===== src/hdl/dosd_pkg.sv =====
// Package with timing constants and types for the dual one-shot delay
package dosd_pkg;
    localparam int CLK_PERIOD_NS = 10;
    localparam int TRIG_MIN_NS = 50;
    localparam int TRIG_MIN_CYC = (TRIG_MIN_NS + CLK_PERIOD_NS - 1) / CLK_PERIOD_NS;
    // Range bases in ns: 50 ns, 500 ns, 5 us, 50 us, 500 us
    localparam int RANGE_BASE_NS [5] = '{50, 500, 5000, 50000, 500000};
    localparam int RANGE_SPAN = 15;
    localparam int FINE_W = 4;
    localparam int RANGE_W = 3;
    localparam int RANGE_COUNT = 5;
    localparam int RECOV_MIN_NS = 30;
    localparam int RECOV_FACTOR = 300;
    localparam int CNT_W = 20;
    localparam logic [CNT_W-1:0] CNT_ZERO = 20'h00000;
    localparam logic [CNT_W-1:0] CNT_ONE = 20'h00001;

    typedef enum logic [1:0] {
        DOSD_IDLE = 2'b00,
        DOSD_ACTIVE = 2'b01,
        DOSD_RECOVER = 2'b11
    } dosd_state_t;

    typedef struct packed {
        logic [RANGE_W-1:0] range;
        logic [FINE_W-1:0] fine;
        logic fine_sel;
    } dosd_cfg_t;
endpackage


===== src/hdl/dosd_top.sv =====
// Dual non-retriggerable one-shot delay with range and fine settings
`timescale 1ns/1ps
// Functional notes
// - Two independent channels, each with own trigger, settings and output.
// - Fire once the trigger has been low for 50 ns; shorter low pulses do not fire.
// - Fired output goes high for the configured time, then low.
// - Delay spans 50 ns to 7.5 ms over the ranges.
// - Five decade ranges from 50-750 ns up to 0.5-7.5 ms.
// - Fine setting steps the delay within the chosen range.
// - Recovery after output falls: 30 ns minimum, scaled with range.
// - Without fine element selected, output stays high until it is selected or reset.
module dosd_top #(
    parameter int CHANNELS = 2
) (
    input wire logic mclk_in,
    input wire logic resetn_in,
    input wire logic [CHANNELS-1:0] trig_n_in,
    input dosd_pkg::dosd_cfg_t [CHANNELS-1:0] cfg_in,
    output logic [CHANNELS-1:0] pulse_out,
    output logic [CHANNELS-1:0] ready_out
);
    import dosd_pkg::*;

    // Largest counts the channel counter must hold
    localparam int MAX_DELAY_CYC = (RANGE_BASE_NS[RANGE_COUNT-1] / CLK_PERIOD_NS) * RANGE_SPAN;
    localparam int MAX_RECOV_CYC = (RECOV_MIN_NS * (RANGE_BASE_NS[RANGE_COUNT-1] / RANGE_BASE_NS[0])
        + CLK_PERIOD_NS - 1) / CLK_PERIOD_NS;

    // Elaboration checks on sizes the logic relies on
    if (CHANNELS < 1) begin : g_chk_channels
        $error("CHANNELS must be at least 1");
    end
    if (RANGE_COUNT > (1 << RANGE_W)) begin : g_chk_range
        $error("RANGE_W cannot encode every range");
    end
    if (RANGE_SPAN > (1 << FINE_W) - 1) begin : g_chk_fine
        $error("FINE_W cannot encode the fine span");
    end
    if (MAX_DELAY_CYC >= (1 << CNT_W) || MAX_RECOV_CYC >= (1 << CNT_W)) begin : g_chk_count
        $error("CNT_W too narrow for the longest delay or recovery");
    end

    for (genvar c = 0; c < CHANNELS; c++) begin : g_ch
        dosd_channel #(
            .TRIG_CYC(TRIG_MIN_CYC)
        ) u_dosd_channel (
            .mclk_in(mclk_in),
            .resetn_in(resetn_in),
            .trig_n_in(trig_n_in[c]),
            .cfg_in(cfg_in[c]),
            .pulse_out(pulse_out[c]),
            .ready_out(ready_out[c])
        );
    end
endmodule

// One non-retriggerable delay channel
module dosd_channel #(
    parameter int TRIG_CYC = dosd_pkg::TRIG_MIN_CYC
) (
    input wire logic mclk_in,
    input wire logic resetn_in,
    input wire logic trig_n_in,
    input dosd_pkg::dosd_cfg_t cfg_in,
    output logic pulse_out,
    output logic ready_out
);
    import dosd_pkg::*;

    localparam int LOW_W = $clog2(TRIG_CYC + 1);
    localparam logic [LOW_W-1:0] LOW_LAST = LOW_W'(TRIG_CYC - 1);

    if (TRIG_CYC < 1) begin : g_chk_trig
        $error("TRIG_CYC must be at least 1");
    end

    // Cycles per fine step in each range
    function automatic logic [CNT_W-1:0] step_cyc(input logic [RANGE_W-1:0] r);
        int v;
        v = RANGE_BASE_NS[0] / CLK_PERIOD_NS;
        for (int i = 0; i < RANGE_COUNT; i++) begin
            if (r == RANGE_W'(i)) begin
                v = RANGE_BASE_NS[i] / CLK_PERIOD_NS;
            end
        end
        return CNT_W'(v);
    endfunction

    // Recovery cycles: minimum scaled by the same decade as the range
    function automatic logic [CNT_W-1:0] recov_cyc(input logic [RANGE_W-1:0] r);
        int v;
        v = (RECOV_MIN_NS + CLK_PERIOD_NS - 1) / CLK_PERIOD_NS;
        for (int i = 0; i < RANGE_COUNT; i++) begin
            if (r == RANGE_W'(i)) begin
                v = (RECOV_MIN_NS * (RANGE_BASE_NS[i] / RANGE_BASE_NS[0]) + CLK_PERIOD_NS - 1) / CLK_PERIOD_NS;
            end
        end
        return CNT_W'(v);
    endfunction

    logic sync1_reg, sync1_next;
    logic sync2_reg, sync2_next;
    logic [LOW_W-1:0] low_cnt_reg, low_cnt_next;
    logic armed_reg, armed_next;
    dosd_state_t state_reg, state_next;
    logic [CNT_W-1:0] cnt_reg, cnt_next;
    logic out_reg, out_next;
    logic fire;
    logic [FINE_W-1:0] fine_mult;
    logic [CNT_W-1:0] delay_load;
    logic [CNT_W-1:0] recov_load;

    // Two-stage synchroniser, reset to the idle high level
    always_comb begin
        sync1_next = trig_n_in;
        sync2_next = sync1_reg;
    end

    always_ff @(posedge mclk_in or negedge resetn_in) begin
        if (!resetn_in) begin
            sync1_reg <= 1'b1;
            sync2_reg <= 1'b1;
        end else begin
            sync1_reg <= sync1_next;
            sync2_reg <= sync2_next;
        end
    end

    // Fire once the low level has lasted the minimum, one fire per low
    always_comb begin
        low_cnt_next = low_cnt_reg;
        armed_next = armed_reg;
        fire = 1'b0;
        if (sync2_reg) begin
            low_cnt_next = '0;
            armed_next = 1'b1;
        end else if (armed_reg) begin
            if (low_cnt_reg == LOW_LAST) begin
                fire = 1'b1;
                armed_next = 1'b0;
            end else begin
                low_cnt_next = low_cnt_reg + LOW_W'(1);
            end
        end
    end

    // Fine setting zero counts as one step
    always_comb begin
        fine_mult = (cfg_in.fine == '0) ? FINE_W'(1) : cfg_in.fine;
        delay_load = CNT_W'(step_cyc(cfg_in.range) * CNT_W'(fine_mult));
        recov_load = recov_cyc(cfg_in.range);
    end

    always_comb begin
        state_next = state_reg;
        cnt_next = cnt_reg;
        out_next = out_reg;
        case (state_reg)
            DOSD_IDLE: begin
                if (fire) begin
                    state_next = DOSD_ACTIVE;
                    out_next = 1'b1;
                    cnt_next = delay_load;
                end
            end
            DOSD_ACTIVE: begin
                // Fine element missing: count frozen, output held high
                if (!cfg_in.fine_sel) begin
                    cnt_next = cnt_reg;
                end else if (cnt_reg <= CNT_ONE) begin
                    state_next = DOSD_RECOVER;
                    out_next = 1'b0;
                    cnt_next = recov_load;
                end else begin
                    cnt_next = cnt_reg - CNT_ONE;
                end
            end
            DOSD_RECOVER: begin
                // Recovery counts only while trigger stays high
                if (!sync2_reg) begin
                    cnt_next = recov_load;
                end else if (cnt_reg <= CNT_ONE) begin
                    state_next = DOSD_IDLE;
                    cnt_next = CNT_ZERO;
                end else begin
                    cnt_next = cnt_reg - CNT_ONE;
                end
            end
            default: begin
                state_next = DOSD_IDLE;
                cnt_next = CNT_ZERO;
                out_next = 1'b0;
            end
        endcase
    end

    always_ff @(posedge mclk_in or negedge resetn_in) begin
        if (!resetn_in) begin
            low_cnt_reg <= '0;
            armed_reg <= 1'b0;
            state_reg <= DOSD_IDLE;
            cnt_reg <= CNT_ZERO;
            out_reg <= 1'b0;
        end else begin
            low_cnt_reg <= low_cnt_next;
            armed_reg <= armed_next;
            state_reg <= state_next;
            cnt_reg <= cnt_next;
            out_reg <= out_next;
        end
    end

    assign pulse_out = out_reg;
    assign ready_out = (state_reg == DOSD_IDLE);
endmodule


===== config.mk =====
export PLATFORM = sky130hd
export DESIGN_NAME = dosd_top
export DESIGN_NICKNAME = d
export VERILOG_FILES = /design/src/hdl/dosd_pkg.sv /design/src/hdl/dosd_top.sv
export SDC_FILE = /design/constraint.sdc
export NUM_CORES = 1
export LEC_CHECK = 0
export ABC_CLOCK_PERIOD_IN_PS = 2920
export BUFFER_PORTS_ARGS = -buffer_cell sky130_fd_sc_hd__buf_2
export CAP_MARGIN = 20
export CELL_PAD_IN_SITES_DETAIL_PLACEMENT = 0
export CELL_PAD_IN_SITES_GLOBAL_PLACEMENT = 2
export CORE_ASPECT_RATIO = 2
export CORE_MARGIN = 4
export CORE_UTILIZATION = 39
export DETAILED_ROUTE_END_ITERATION = 16
export GPL_TIMING_DRIVEN = 0
export MAX_ROUTING_LAYER = met4
export PLACE_DENSITY_LB_ADDON = 0.1
export SYNTH_ARGS = -nofsm -noshare
export SYNTH_HDL_FRONTEND = slang
export SYNTH_SLANG_ARGS = --single-unit

===== constraint.sdc =====
create_clock -name mclk_in -period 2.92 [get_ports mclk_in]
set_input_delay 0.146 -clock mclk_in [delete_from_list [all_inputs] [get_ports mclk_in]]
set_output_delay 0.146 -clock mclk_in [all_outputs]
set_load 0.1 [all_outputs]

==> results.cfg, run 1 <==
[hold_path]
hp-class = input pin to flop
holdPathEnd = g_ch[0].u_dosd_channel.state_reg[1]
hp-start = cfg_in[0]
holdPathStages = 3

[synth]
yosys_warnings = 0
yosysSeqAreaShare = 0.196
synth_area_leaders = dfrtp_1 (18%), ha_1 (11%), fa_1 (9.1%)
synth_area_leader_cell = dfrtp_1
syn_area_um2 = 7440
ys.flop_type = dfrtp_1
yosys.cell_types.count = 80
synthCells = 945
syn_area_per_cell_um2 = 7.88
netlist.area_leader.share = 0.182
syn-num-nets = 1067
async_flop_share = 1.00
ys_seq_elements = 58
synth-edff-count = 0

[drt]
first_pass_iters = 4
viasPerCell = 5.69
route.detailed.drc = 0
routedWlPerCell_um = 20.6
first_iter_violations = 245
drt_wl_total_um = 26400
vias = 7309
postRouteAntennaNets = 0

[floorplanning]
die_w_um = 106
fp.dieArea_um2 = 21500
start_util = 0.395
die_h_um = 203
core_region_area_um2 = 18800
fp-row-count = 71
ios = 24

[final_layout]
largest_reg_flops = 40
drive_gt1_frac = 0.253
fin_nets = 1146
design_area_um2 = 9660
postLayoutCoreUtil = 0.513
num_antenna_cells = 0
syn_to_final_growth_pct = 29.8

[clocking]
cts.sinks = 58
path_clk_slew_ns = 0.06
cts_max_path_buffers = 2
cts-buffers-inserted = 9
cts_tree = yes
cts-root-buf = clkbuf_16
htreeDepth = 3
worstSkewPairLatency_ns = 0.34

[timing]
rsz0062_at_grt = yes
finalClockSkew_ns = 0.0117
worst_slack_ns = -0.607
relSlewSlack = 0.307
final.period_utilization = 1.21
min_period_ns = 3.53
fmax_mhz = 284
finalSetupViolations = 27
tightest_slew_ns = 1.03
hold_viol_final = 0
slew_viol_final = 0

[worst_setup_path]
cp_cell_sequence = clkbuf_16, nor2_4, and2_4, nor2_4, and2_4, fa_1, inv_1, fa_1, inv_2, ha_4, a21oi_2, nor2b_1, a311o_1, buf_4, a41oi_4, buf_6, o21ai_4, xnor2_2, o22ai_1
required_ns = 3.18
crit_slowest_cell = fa_1
worstSetupEndpointType = flop
worst-setup-path-type = input pin to flop
reg2reg_slack_ns = 0.13
cp.arrival_ns = 3.79
path_buf_inv = 5
timing.rr.end = g_ch[1].u_dosd_channel.cnt_reg[15]
cp_slowest_stage_delay_ns = 0.49
crit_family = adder cells
cp_max_fo = 5
timing.rr.start = g_ch[1].u_dosd_channel.cnt_reg[1]
ff2ff_path_depth = 9
cp-start-kind = input pin

[outcome]
violations = negative setup slack
status = complete, but fails checks

[placed_design]
place_area_um2 = 8290
dp_hpwl_um = 21100
gp_congestion = 0.911
portBuffers = 18
preCtsSetupSlack_ns = -1.21

[pwr]
leakage_nw = 4.30
powerDensity_nw_per_um2 = 593
ir_worst_vdd_mv = 0.262

[grt]
globalRouteOverflowTotal = 0
grt_pass1_vias = 7696
grt_util_all_layers = 0.256
antenna_found_initial = 0
grt_max_degree = 59
grt_pass1_wl_um = 41000

[job]
cap_viol_max_count = 0
[how the worst max path moves through the flow]
stage | startpoint | to | slack [ns] | cells after the start
finish | cfg_in[6] | g_ch[0].u_dosd_channel.cnt_reg[15] | -0.61 | 19
global route | cfg_in[6] | g_ch[0].u_dosd_channel.cnt_reg[13] | -0.70 | 18
CTS | cfg_in[5] | g_ch[0].u_dosd_channel.cnt_reg[17] | -0.59 | 16
detailed placement | cfg_in[6] | g_ch[0].u_dosd_channel.cnt_reg[18] | -1.21 | 16
global placement | cfg_in[6] | g_ch[0].u_dosd_channel.cnt_reg[17] | -1.16 | 20
floorplan | cfg_in[6] | g_ch[0].u_dosd_channel.cnt_reg[13] | -0.63 | 18
[final cells by class]
type	instances	area, um^2
fillers	1875	9170
multi-input cells	757	6330
flip-flops and latches	58	1460
repair buffers	75	619
inverters	90	338
well taps	255	319
plain buffers	33	272
clock buffers	9	225
clock inverters	7	101
[per-layer routing]
layer	up-vias	part of all wire	global-route usage	routed length [um]
li1	3491	-	-	-
met1	3551	0.30	0.205	8000
met2	160	0.60	0.523	15800
met3	107	0.018	0.0193	463
met4	0	0.081	0.178	2130
met5	-	0	-	0
[worst register-to-register path, delay by kind of cell, from the launching register on]
family	cells	cell delay [ns]
buffers and inverters	2	0.32
AND/OR/NAND/NOR	4	1.18
flip-flops	1	0.44
AO/OA/AOI/OAI	2	0.38
adder cells (fa/ha/maj)	1	0.34
[power breakdown]
group	total, mW	switching, mW	internal [mW]	leakage (nW)
clock network	1.20	0.449	0.753	0.152
logic	3.07	1.78	1.29	3.42
registers	1.46	0.381	1.07	0.726
[per-stage QoR]
step | power (mW) | setup TNS, ns | hold slack, ns | instances
floorplan | 3.40 | -9.67 | -0.150 | 945
global placement | 4.16 | -25.86 | 0.251 | 1218
detailed placement | 4.16 | -26.26 | 0.252 | 1218
CTS | 5.61 | -10.24 | 0.111 | 1273
global route | 6.11 | -12.16 | 0.138 | 1284
finish | 5.73 | -9.65 | 0.121 | 1284
[kinds of logic after synthesis]
family                   Yosys count  share of synthesized area
XOR/XNOR                          51                     0.0600
buffers and inverters            130                     0.0696
flip-flops                        58                      0.196
adder cells (fa/ha/maj)          102                      0.206
AO/OA/AOI/OAI                    247                      0.210
multiplexers                       6                    0.00841
AND/OR/NAND/NOR                  351                      0.250
[placed cells by master, fill, tap and decap left out, drive strengths merged, types with 11 or more instances in the layout]
master  Yosys  final
inv        90     91
nand2b     11     11
or2        12     12
nor2b      19     19
nand3      24     24
nor4       15     15
xnor2      38     38
clkbuf     30     32
ha         68     68
a21oi      68     68
xor2       13     13
and3       17     17
fa         34     34
buf        10     82
dfrtp      54     54
nand2      78     78
nor3       27     27
o21ai      66     66
and2       34     34
nor2       84     84
[Yosys cell counts (3+ instances only)]
library cell and count:
inv_1 90, nor2_1 83, nand2_1 77, a21oi_1 68
ha_1 68, dfrtp_1 54, o21ai_0 51, xnor2_1 38
fa_1 34, and2_1 31, clkbuf_1 30, nor3_1 27
nand3_1 23, nor2b_1 19, and3_1 17, o21ai_1 14
xor2_1 13, nor4_1 12, nand2b_1 11, or2_2 11
a211oi_1 10, a21o_1 10, a31oi_1 10, o211ai_1 9
o22ai_1 9, o31ai_1 8, a221oi_1 6, a22oi_1 6
or3_1 6, a32oi_1 5, buf_4 5, dfstp_2 4
mux2i_1 4, nand3b_1 4, nand4_1 4, o221ai_1 4
a211o_1 3, a21boi_0 3, a41oi_1 3, buf_2 3
nand4b_1 3, nor4_4 3, or4_1 3
[repair_timing]
item | CTS | global route
setup buffers | 40 | 16
endpoints found under the hold margin | 56 | 0
gates resized for setup | 83 | 43
pin swaps | 68 | 56
endpoints found under the setup margin | 31 | 31
hold buffers | 3 | 0
No activity file was read; power rests on OpenSTA's default activity.
==> inputs of run 2 (changes only) <==
--- a/config.mk
+++ b/config.mk
@@ -13,10 +13,12 @@
 export CORE_ASPECT_RATIO = 2
 export CORE_MARGIN = 4
 export CORE_UTILIZATION = 39
+export CTS_CLUSTER_SIZE = 12
 export DETAILED_ROUTE_END_ITERATION = 16
 export GPL_TIMING_DRIVEN = 0
 export MAX_ROUTING_LAYER = met4
 export PLACE_DENSITY_LB_ADDON = 0.1
+export REMOVE_ABC_BUFFERS = 1
 export SYNTH_ARGS = -nofsm -noshare
 export SYNTH_HDL_FRONTEND = slang
 export SYNTH_SLANG_ARGS = --single-unit
==> run 2 against run 1 <==
Net effect:
- the run still ends with negative setup slack left
- via count is 0.93% lower
- critical path depth shrank 2
- sequential share of layout area up 0.051 points
- sequential power grew 3%
- routed wire length down 3.1%
- cell area shrank 0.34%
- flip-flop and latch count stayed put
- count of clock-buffer cells in the layout increased by 6
- worst setup slack barely moved
==> results.cfg, run 2 (synthesis results as in run 1) <==
[worst_setup_path]
cp_cell_sequence = buf_12, nor2_4, buf_12, xnor2_4, nand2b_4, fa_1, inv_2, fa_1, inv_2, fa_2, nand2b_4, a21oi_4, a2111oi_4, o31a_1, o31ai_4, xnor2_2, o221ai_1
ff2ff_path_depth = 9
worst-setup-path-type = input pin to flop
crit_slowest_cell = fa_1
cp_max_fo = 7
crit_family = adder cells
path_buf_inv = 4
required_ns = 3.10
cp_slowest_stage_delay_ns = 0.55
worstSetupEndpointType = flop
cp.arrival_ns = 3.71
cp-start-kind = input pin
cp_num_cells = 17

[clocking]
cts.sinks = 58
cts-root-buf = clkbuf_16
path_clk_slew_ns = 0.05
htreeDepth = 3
worstSkewPairLatency_ns = 0.34
cts-buffers-inserted = 9
cts_tree = yes
cts_max_path_buffers = 2

[grt]
grt_pass1_wl_um = 40200
grt_pass1_vias = 7659
grt_util_all_layers = 0.248
grt_max_degree = 59
grtUsageMet2 = 0.490
busiest_layer = met2
globalRouteOverflowTotal = 0
met3_usage = 0.0222
antenna_found_initial = 0
grt_use_met1 = 0.207

[outcome]
violations = negative setup slack
status = complete, but fails checks

[final_layout]
num_antenna_cells = 0
final_cell_mix = inv_1 (79), nor2_1 (72), nand2_1 (71)
design_area_um2 = 9630
syn_to_final_growth_pct = 29.4
fin_nets = 1122
drive_gt1_frac = 0.259
largest_reg_flops = 40
n_fill_cell = 1840
final_common_cell = inv_1

[pwr]
switching_share = 0.446
leakage_nw = 4.23
power_frac_seq = 0.270
p_comb_frac = 0.528
net-switching-power_mw = 2.50
p_int_mw = 3.10
ir_worst_vdd_mv = 0.558
powerDensity_nw_per_um2 = 581
clkPwrFrac = 0.203

[drt]
drt_wl_total_um = 25600
postRouteAntennaNets = 0
viasPerCell = 5.75
routedWlPerCell_um = 20.3
route.detailed.drc = 0
first_pass_iters = 5
first_iter_violations = 249
vias = 7241

[floorplanning]
start_util = 0.395
fp-row-count = 71
core_region_area_um2 = 18800
die_w_um = 106
die_h_um = 203
ios = 24
fp.dieArea_um2 = 21500

[placed_design]
portBuffers = 23
place_area_um2 = 7710
gp_congestion = 0.901
preCtsSetupSlack_ns = -2.23
dp_hpwl_um = 19500

[timing]
finalClockSkew_ns = 0.00607
slew_viol_final = 0
relSlewSlack = 0.333
fmax_mhz = 284
worst_slack_ns = -0.607
hold_viol_final = 0
finalSetupViolations = 26
rsz0062_at_grt = yes
min_period_ns = 3.53
tightest_slew_ns = 0.993
final.period_utilization = 1.21

[hold_path]
holdPathStages = 3
hp-class = input pin to flop

[job]
cap_viol_max_count = 0
[run 2: power groups by stage]
| stage | Clock (mW) | Sequential (mW) | Combinational [mW] |
|---|---|---|---|
| floorplan | 0 | 1.43 | 1.76 |
| global placement | 0 | 1.49 | 2.35 |
| detailed placement | 0 | 1.51 | 2.42 |
| CTS | 1.16 | 1.50 | 2.80 |
| global route | 1.19 | 1.55 | 3.25 |
| finish | 1.13 | 1.51 | 2.95 |
[run 2: final cells by class]
type	instances	area, um^2	area share
well taps	255	319	0.0331
repair buffers	84	734	0.0763
clock buffers	15	288	0.0299
flip-flops and latches	58	1460	0.151
clock inverters	1	30.0	0.00312
multi-input cells	757	6460	0.671
inverters	90	338	0.0351
[run 2: path summary, 6_finish.rpt]
path | from | endpoint | slack, ns
hold / removal | cfg_in[0] | g_ch[0].u_dosd_channel.state_reg[1] | 0.08
setup / recovery | cfg_in[5] | g_ch[0].u_dosd_channel.cnt_reg[18] | -0.61
setup reg to reg | g_ch[0].u_dosd_channel.cnt_reg[0] | g_ch[0].u_dosd_channel.cnt_reg[10] | 0.01
min in group asynchronous | resetn_in | g_ch[0].u_dosd_channel.pulse_out | 0.42
max in group asynchronous | resetn_in | g_ch[1].u_dosd_channel.state_reg[1] | 1.93
hold reg to reg | g_ch[0].u_dosd_channel.sync1_reg | g_ch[0].u_dosd_channel.sync2_reg | 0.36
[run 2: metal layers]
layer,vias up,routed length (um),part of all wire
li1,3432,-,-
met1,3558,7880,0.31
met2,153,15100,0.59
met3,98,514,0.020
met4,0,2130,0.083
met5,-,0,0
[run 2: what timing repair did]
item	4_1_cts	5_1_grt
pin swaps	87	54
resized for setup	175	60
hold endpoints to repair	56	0
setup endpoints to repair	33	30
setup buffers	44	15
hold buffers	3	0
[run 2: stage by stage]
stage | setup TNS [ns] | instances | hold WS, ns | utilization | total power [mW]
floorplan | -19.09 | 905 | -0.150 | - | 3.19
global placement | -52.32 | 1183 | 0.250 | 0.409 | 3.84
detailed placement | -52.41 | 1184 | 0.252 | 0.409 | 3.93
CTS | -9.58 | 1247 | 0.0840 | 0.491 | 5.46
global route | -13.50 | 1260 | 0.124 | 0.511 | 6.00
finish | -10.61 | 1260 | 0.0837 | 0.511 | 5.59
[run 2: worst min-delay path, cell delays in order]
cell and delay (ns):
buf_2 0.11, a21oi_1 0.06, nor2_1 0.08
==> inputs of run 3 (changes only) <==
--- a/config.mk
+++ b/config.mk
@@ -5,6 +5,7 @@
 export SDC_FILE = /design/constraint.sdc
 export NUM_CORES = 1
 export LEC_CHECK = 0
+export ABC_AREA = 1
 export ABC_CLOCK_PERIOD_IN_PS = 2920
 export BUFFER_PORTS_ARGS = -buffer_cell sky130_fd_sc_hd__buf_2
 export CAP_MARGIN = 20
@@ -12,7 +13,7 @@
 export CELL_PAD_IN_SITES_GLOBAL_PLACEMENT = 2
 export CORE_ASPECT_RATIO = 2
 export CORE_MARGIN = 4
-export CORE_UTILIZATION = 39
+export CORE_UTILIZATION = 35
 export CTS_CLUSTER_SIZE = 12
 export DETAILED_ROUTE_END_ITERATION = 16
 export GPL_TIMING_DRIVEN = 0
==> run 3 against run 2 <==
Net effect:
- the flow still finishes with violations (negative setup slack)
- via count is 24% higher
- sequential power is 7% lower
- die area is 22% higher
- clock skew hardly changed
- first-iteration DRC count is 53% higher
- sequential share of layout area is 2.1 points lower
- cell area is 16% higher
- synthesized area is 11% higher
- flip-flop and latch count stayed put
- largest cell class unchanged
==> results.cfg, run 3 <==
[timing]
tightest_slew_ns = 0.891
relSlewSlack = 0.399
final.period_utilization = 1.05
rsz0062_at_grt = yes
finalClockSkew_ns = 0.00588
tns_ns = -1.06
fmax_mhz = 325
slew_viol_final = 0
worst_slack_ns = -0.154
min_period_ns = 3.07
finalSetupViolations = 16
whs_ns = 0.200
hold_viol_final = 0

[drt]
dr_wl_met3_um = 541
routedWlPerCell_um = 18.4
vias = 8972
met1_length_um = 9430
met2_length_um = 19400
route.detailed.drc = 0
first_iter_violations = 382
drt_wl_total_um = 32400
first_pass_iters = 6
viasPerCell = 5.10
postRouteAntennaNets = 0
maxUsedRoutingLayer = met4

[clocking]
cts_max_path_buffers = 2
cts_tree = yes
cts.sinks = 58
cts-buffers-inserted = 9
worstSkewPairLatency_ns = 0.34
cts-root-buf = clkbuf_16
path_clk_slew_ns = 0.06
htreeDepth = 3

[floorplanning]
start_util = 0.354
fp-row-count = 79
die_w_um = 116
ios = 24
die_h_um = 225
fp.dieArea_um2 = 26200
core_region_area_um2 = 23200

[outcome]
violations = negative setup slack
status = complete, but fails checks

[worst_setup_path]
timing.rr.start = g_ch[1].u_dosd_channel.state_reg[1]
path_buf_inv = 6
crit_family = simple AND/OR/NAND/NOR gates
reg2reg_slack_ns = 0.20
worstSetupEndpointType = flop
timing.rr.end = g_ch[1].u_dosd_channel.pulse_out
required_ns = 3.20
worst-setup-path-type = input pin to flop
cp-start-kind = input pin
ff2ff_path_depth = 10
cp_max_fo = 4
cpMostUsedCell = nand2_1
cp_cell_sequence = buf_4, inv_6, nor2_4, nand2_1, nor2_1, fa_1, inv_2, fa_1, inv_2, ha_4, nand2_4, inv_2, nand2_1, nand2_2, nand2_2, nand3_4, buf_4, nand2_2, nand3_2, nand3_2, nand2_1, nand2_1
cp.arrival_ns = 3.35
cp_slowest_stage_delay_ns = 0.54
crit_slowest_cell = fa_1
cp-startpoint = cfg_in[14]

[grt]
grt_util_all_layers = 0.260
grt_pass1_wl_um = 49500
globalRouteOverflowTotal = 0
antenna_found_initial = 0
grt_max_degree = 59
grt_pass1_vias = 9448

[final_layout]
drive_gt1_frac = 0.290
final_common_cell = nand2_1
num_antenna_cells = 0
final_cell_mix = nand2_1 (384), inv_1 (167), nor2_1 (123)
design_area_um2 = 11200
largest_reg_flops = 40
syn_to_final_growth_pct = 36.0
fin_nets = 1592

[synth]
synth_compound_area_frac = 0.0741
synth-adder-area-share = 0.186
async_flop_share = 1.00
yosysMostFrequentCell = nand2_1
yosys.cell_types.count = 42
netlist.area_leader.share = 0.210
syn_area_per_cell_um2 = 5.99
ys_seq_elements = 58
synth_area_leaders = nand2_1 (21%), dfrtp_1 (16%), ha_1 (10%)
syn_area_um2 = 8230
synth_top_family_by_area = simple AND/OR/NAND/NOR gates
synth_common_cells = nand2_1 (461), inv_1 (216), nor2_1 (179)
yosysSeqAreaShare = 0.177
synth.area.mux_share = 0
synth_area_leader_cell = nand2_1
ys.flop_type = dfrtp_1
yosys.area_share.simple = 0.429
synth-edff-count = 0
synthCells = 1373
synth_xor_area_frac = 0.0192
yosys_warnings = 0

[hold_path]
holdPathEnd = g_ch[1].u_dosd_channel.state_reg[1]
hp-class = input pin to flop
holdPathStages = 3
hp-start = cfg_in[8]

[pwr]
clkPwrFrac = 0.163
leakage_nw = 5.91
power_frac_seq = 0.198
p_comb_frac = 0.640
switching_share = 0.520
ir_worst_vdd_mv = 0.401
net-switching-power_mw = 3.71
p_int_mw = 3.43
powerDensity_nw_per_um2 = 638

[placed_design]
place_area_um2 = 8630
preCtsSetupSlack_ns = -1.51
gp_congestion = 0.893
dp_hpwl_um = 26200
portBuffers = 23

[job]
cap_viol_max_count = 0
run 3: changes by cell type in the layout (fill, tap and decap cells not counted), sizes merged, moves of 17 or more:
| cell | change |
|---|---|
| a21oi | -31 |
| and2 | -28 |
| and3 | -17 |
| buf | +21 |
| inv | +125 |
| nand2 | +387 |
| nand3 | +113 |
| nor2 | +105 |
| nor2b | -19 |
| xnor2 | -32 |
run 3: metal layers:
metal  global-route usage  up-vias
li1                     -     4490
met1                0.192     4210
met2                0.528      154
met3               0.0240      118
met4                0.197        0
met5                    -        -
run 3: timing repair:
action,4_1_cts,5_1_grt
hold buffers,3,0
setup endpoints to repair,36,31
pin swaps,91,122
gates resized for setup,270,175
hold endpoints to repair,56,0
setup buffers,55,22
run 3: per-stage QoR:
step                power, mW  utilization  std cells
finish                   7.14        0.482       1758
global route             7.76        0.482       1758
CTS                      6.91        0.447       1737
detailed placement       5.27        0.372       1663
global placement         5.23        0.370       1660
floorplan                4.09            -       1354
run 3: worst reg2reg max path, stage by stage, from the launching register on:
cell and delay [ns]:
dfrtp_1 0.45, nor2_4 0.47, inv_1 0.33, o22ai_2 0.25, buf_8 0.21, inv_1 0.38
nand2_1 0.27, inv_1 0.09, nand2_1 0.09, nand2_1 0.05, o21ai_1 0.06
run 3: how the worst max path moves through the flow:
stage,endpoint,slack (ns),cells past startpoint
final,g_ch[1].u_dosd_channel.cnt_reg[11],-0.15,22
after global routing,g_ch[1].u_dosd_channel.cnt_reg[19],-0.32,27
after CTS,g_ch[1].u_dosd_channel.cnt_reg[19],-0.15,26
after detailed placement,g_ch[0].u_dosd_channel.cnt_reg[16],-1.51,22
after global placement,g_ch[1].u_dosd_channel.pulse_out,-1.86,8
after floorplan,g_ch[1].u_dosd_channel.pulse_out,-0.70,9
run 3: power by group through the flow:
stage | Combinational [mW] | Sequential [mW] | Clock, mW
detailed placement | 3.86 | 1.42 | 0
global route | 5.09 | 1.45 | 1.22
global placement | 3.81 | 1.42 | 0
CTS | 4.31 | 1.41 | 1.19
floorplan | 2.67 | 1.42 | 0
finish | 4.57 | 1.41 | 1.16
run 3: final cells by class:
| type | instances | area, um^2 |
|---|---|---|
| fillers | 2446 | 12000 |
| well taps | 283 | 354 |
| inverters | 222 | 898 |
| flip-flops and latches | 58 | 1460 |
| multi-input cells | 1074 | 7260 |
| clock inverters | 6 | 91.3 |
| clock buffers | 10 | 229 |
| repair buffers | 105 | 906 |
run 3: cell families after synthesis:
kind of cell	Yosys count
AO/OA/AOI/OAI	110
XOR/XNOR	18
adder cells (fa/ha/maj)	102
buffers and inverters	241
flip-flops	58
AND/OR/NAND/NOR	844
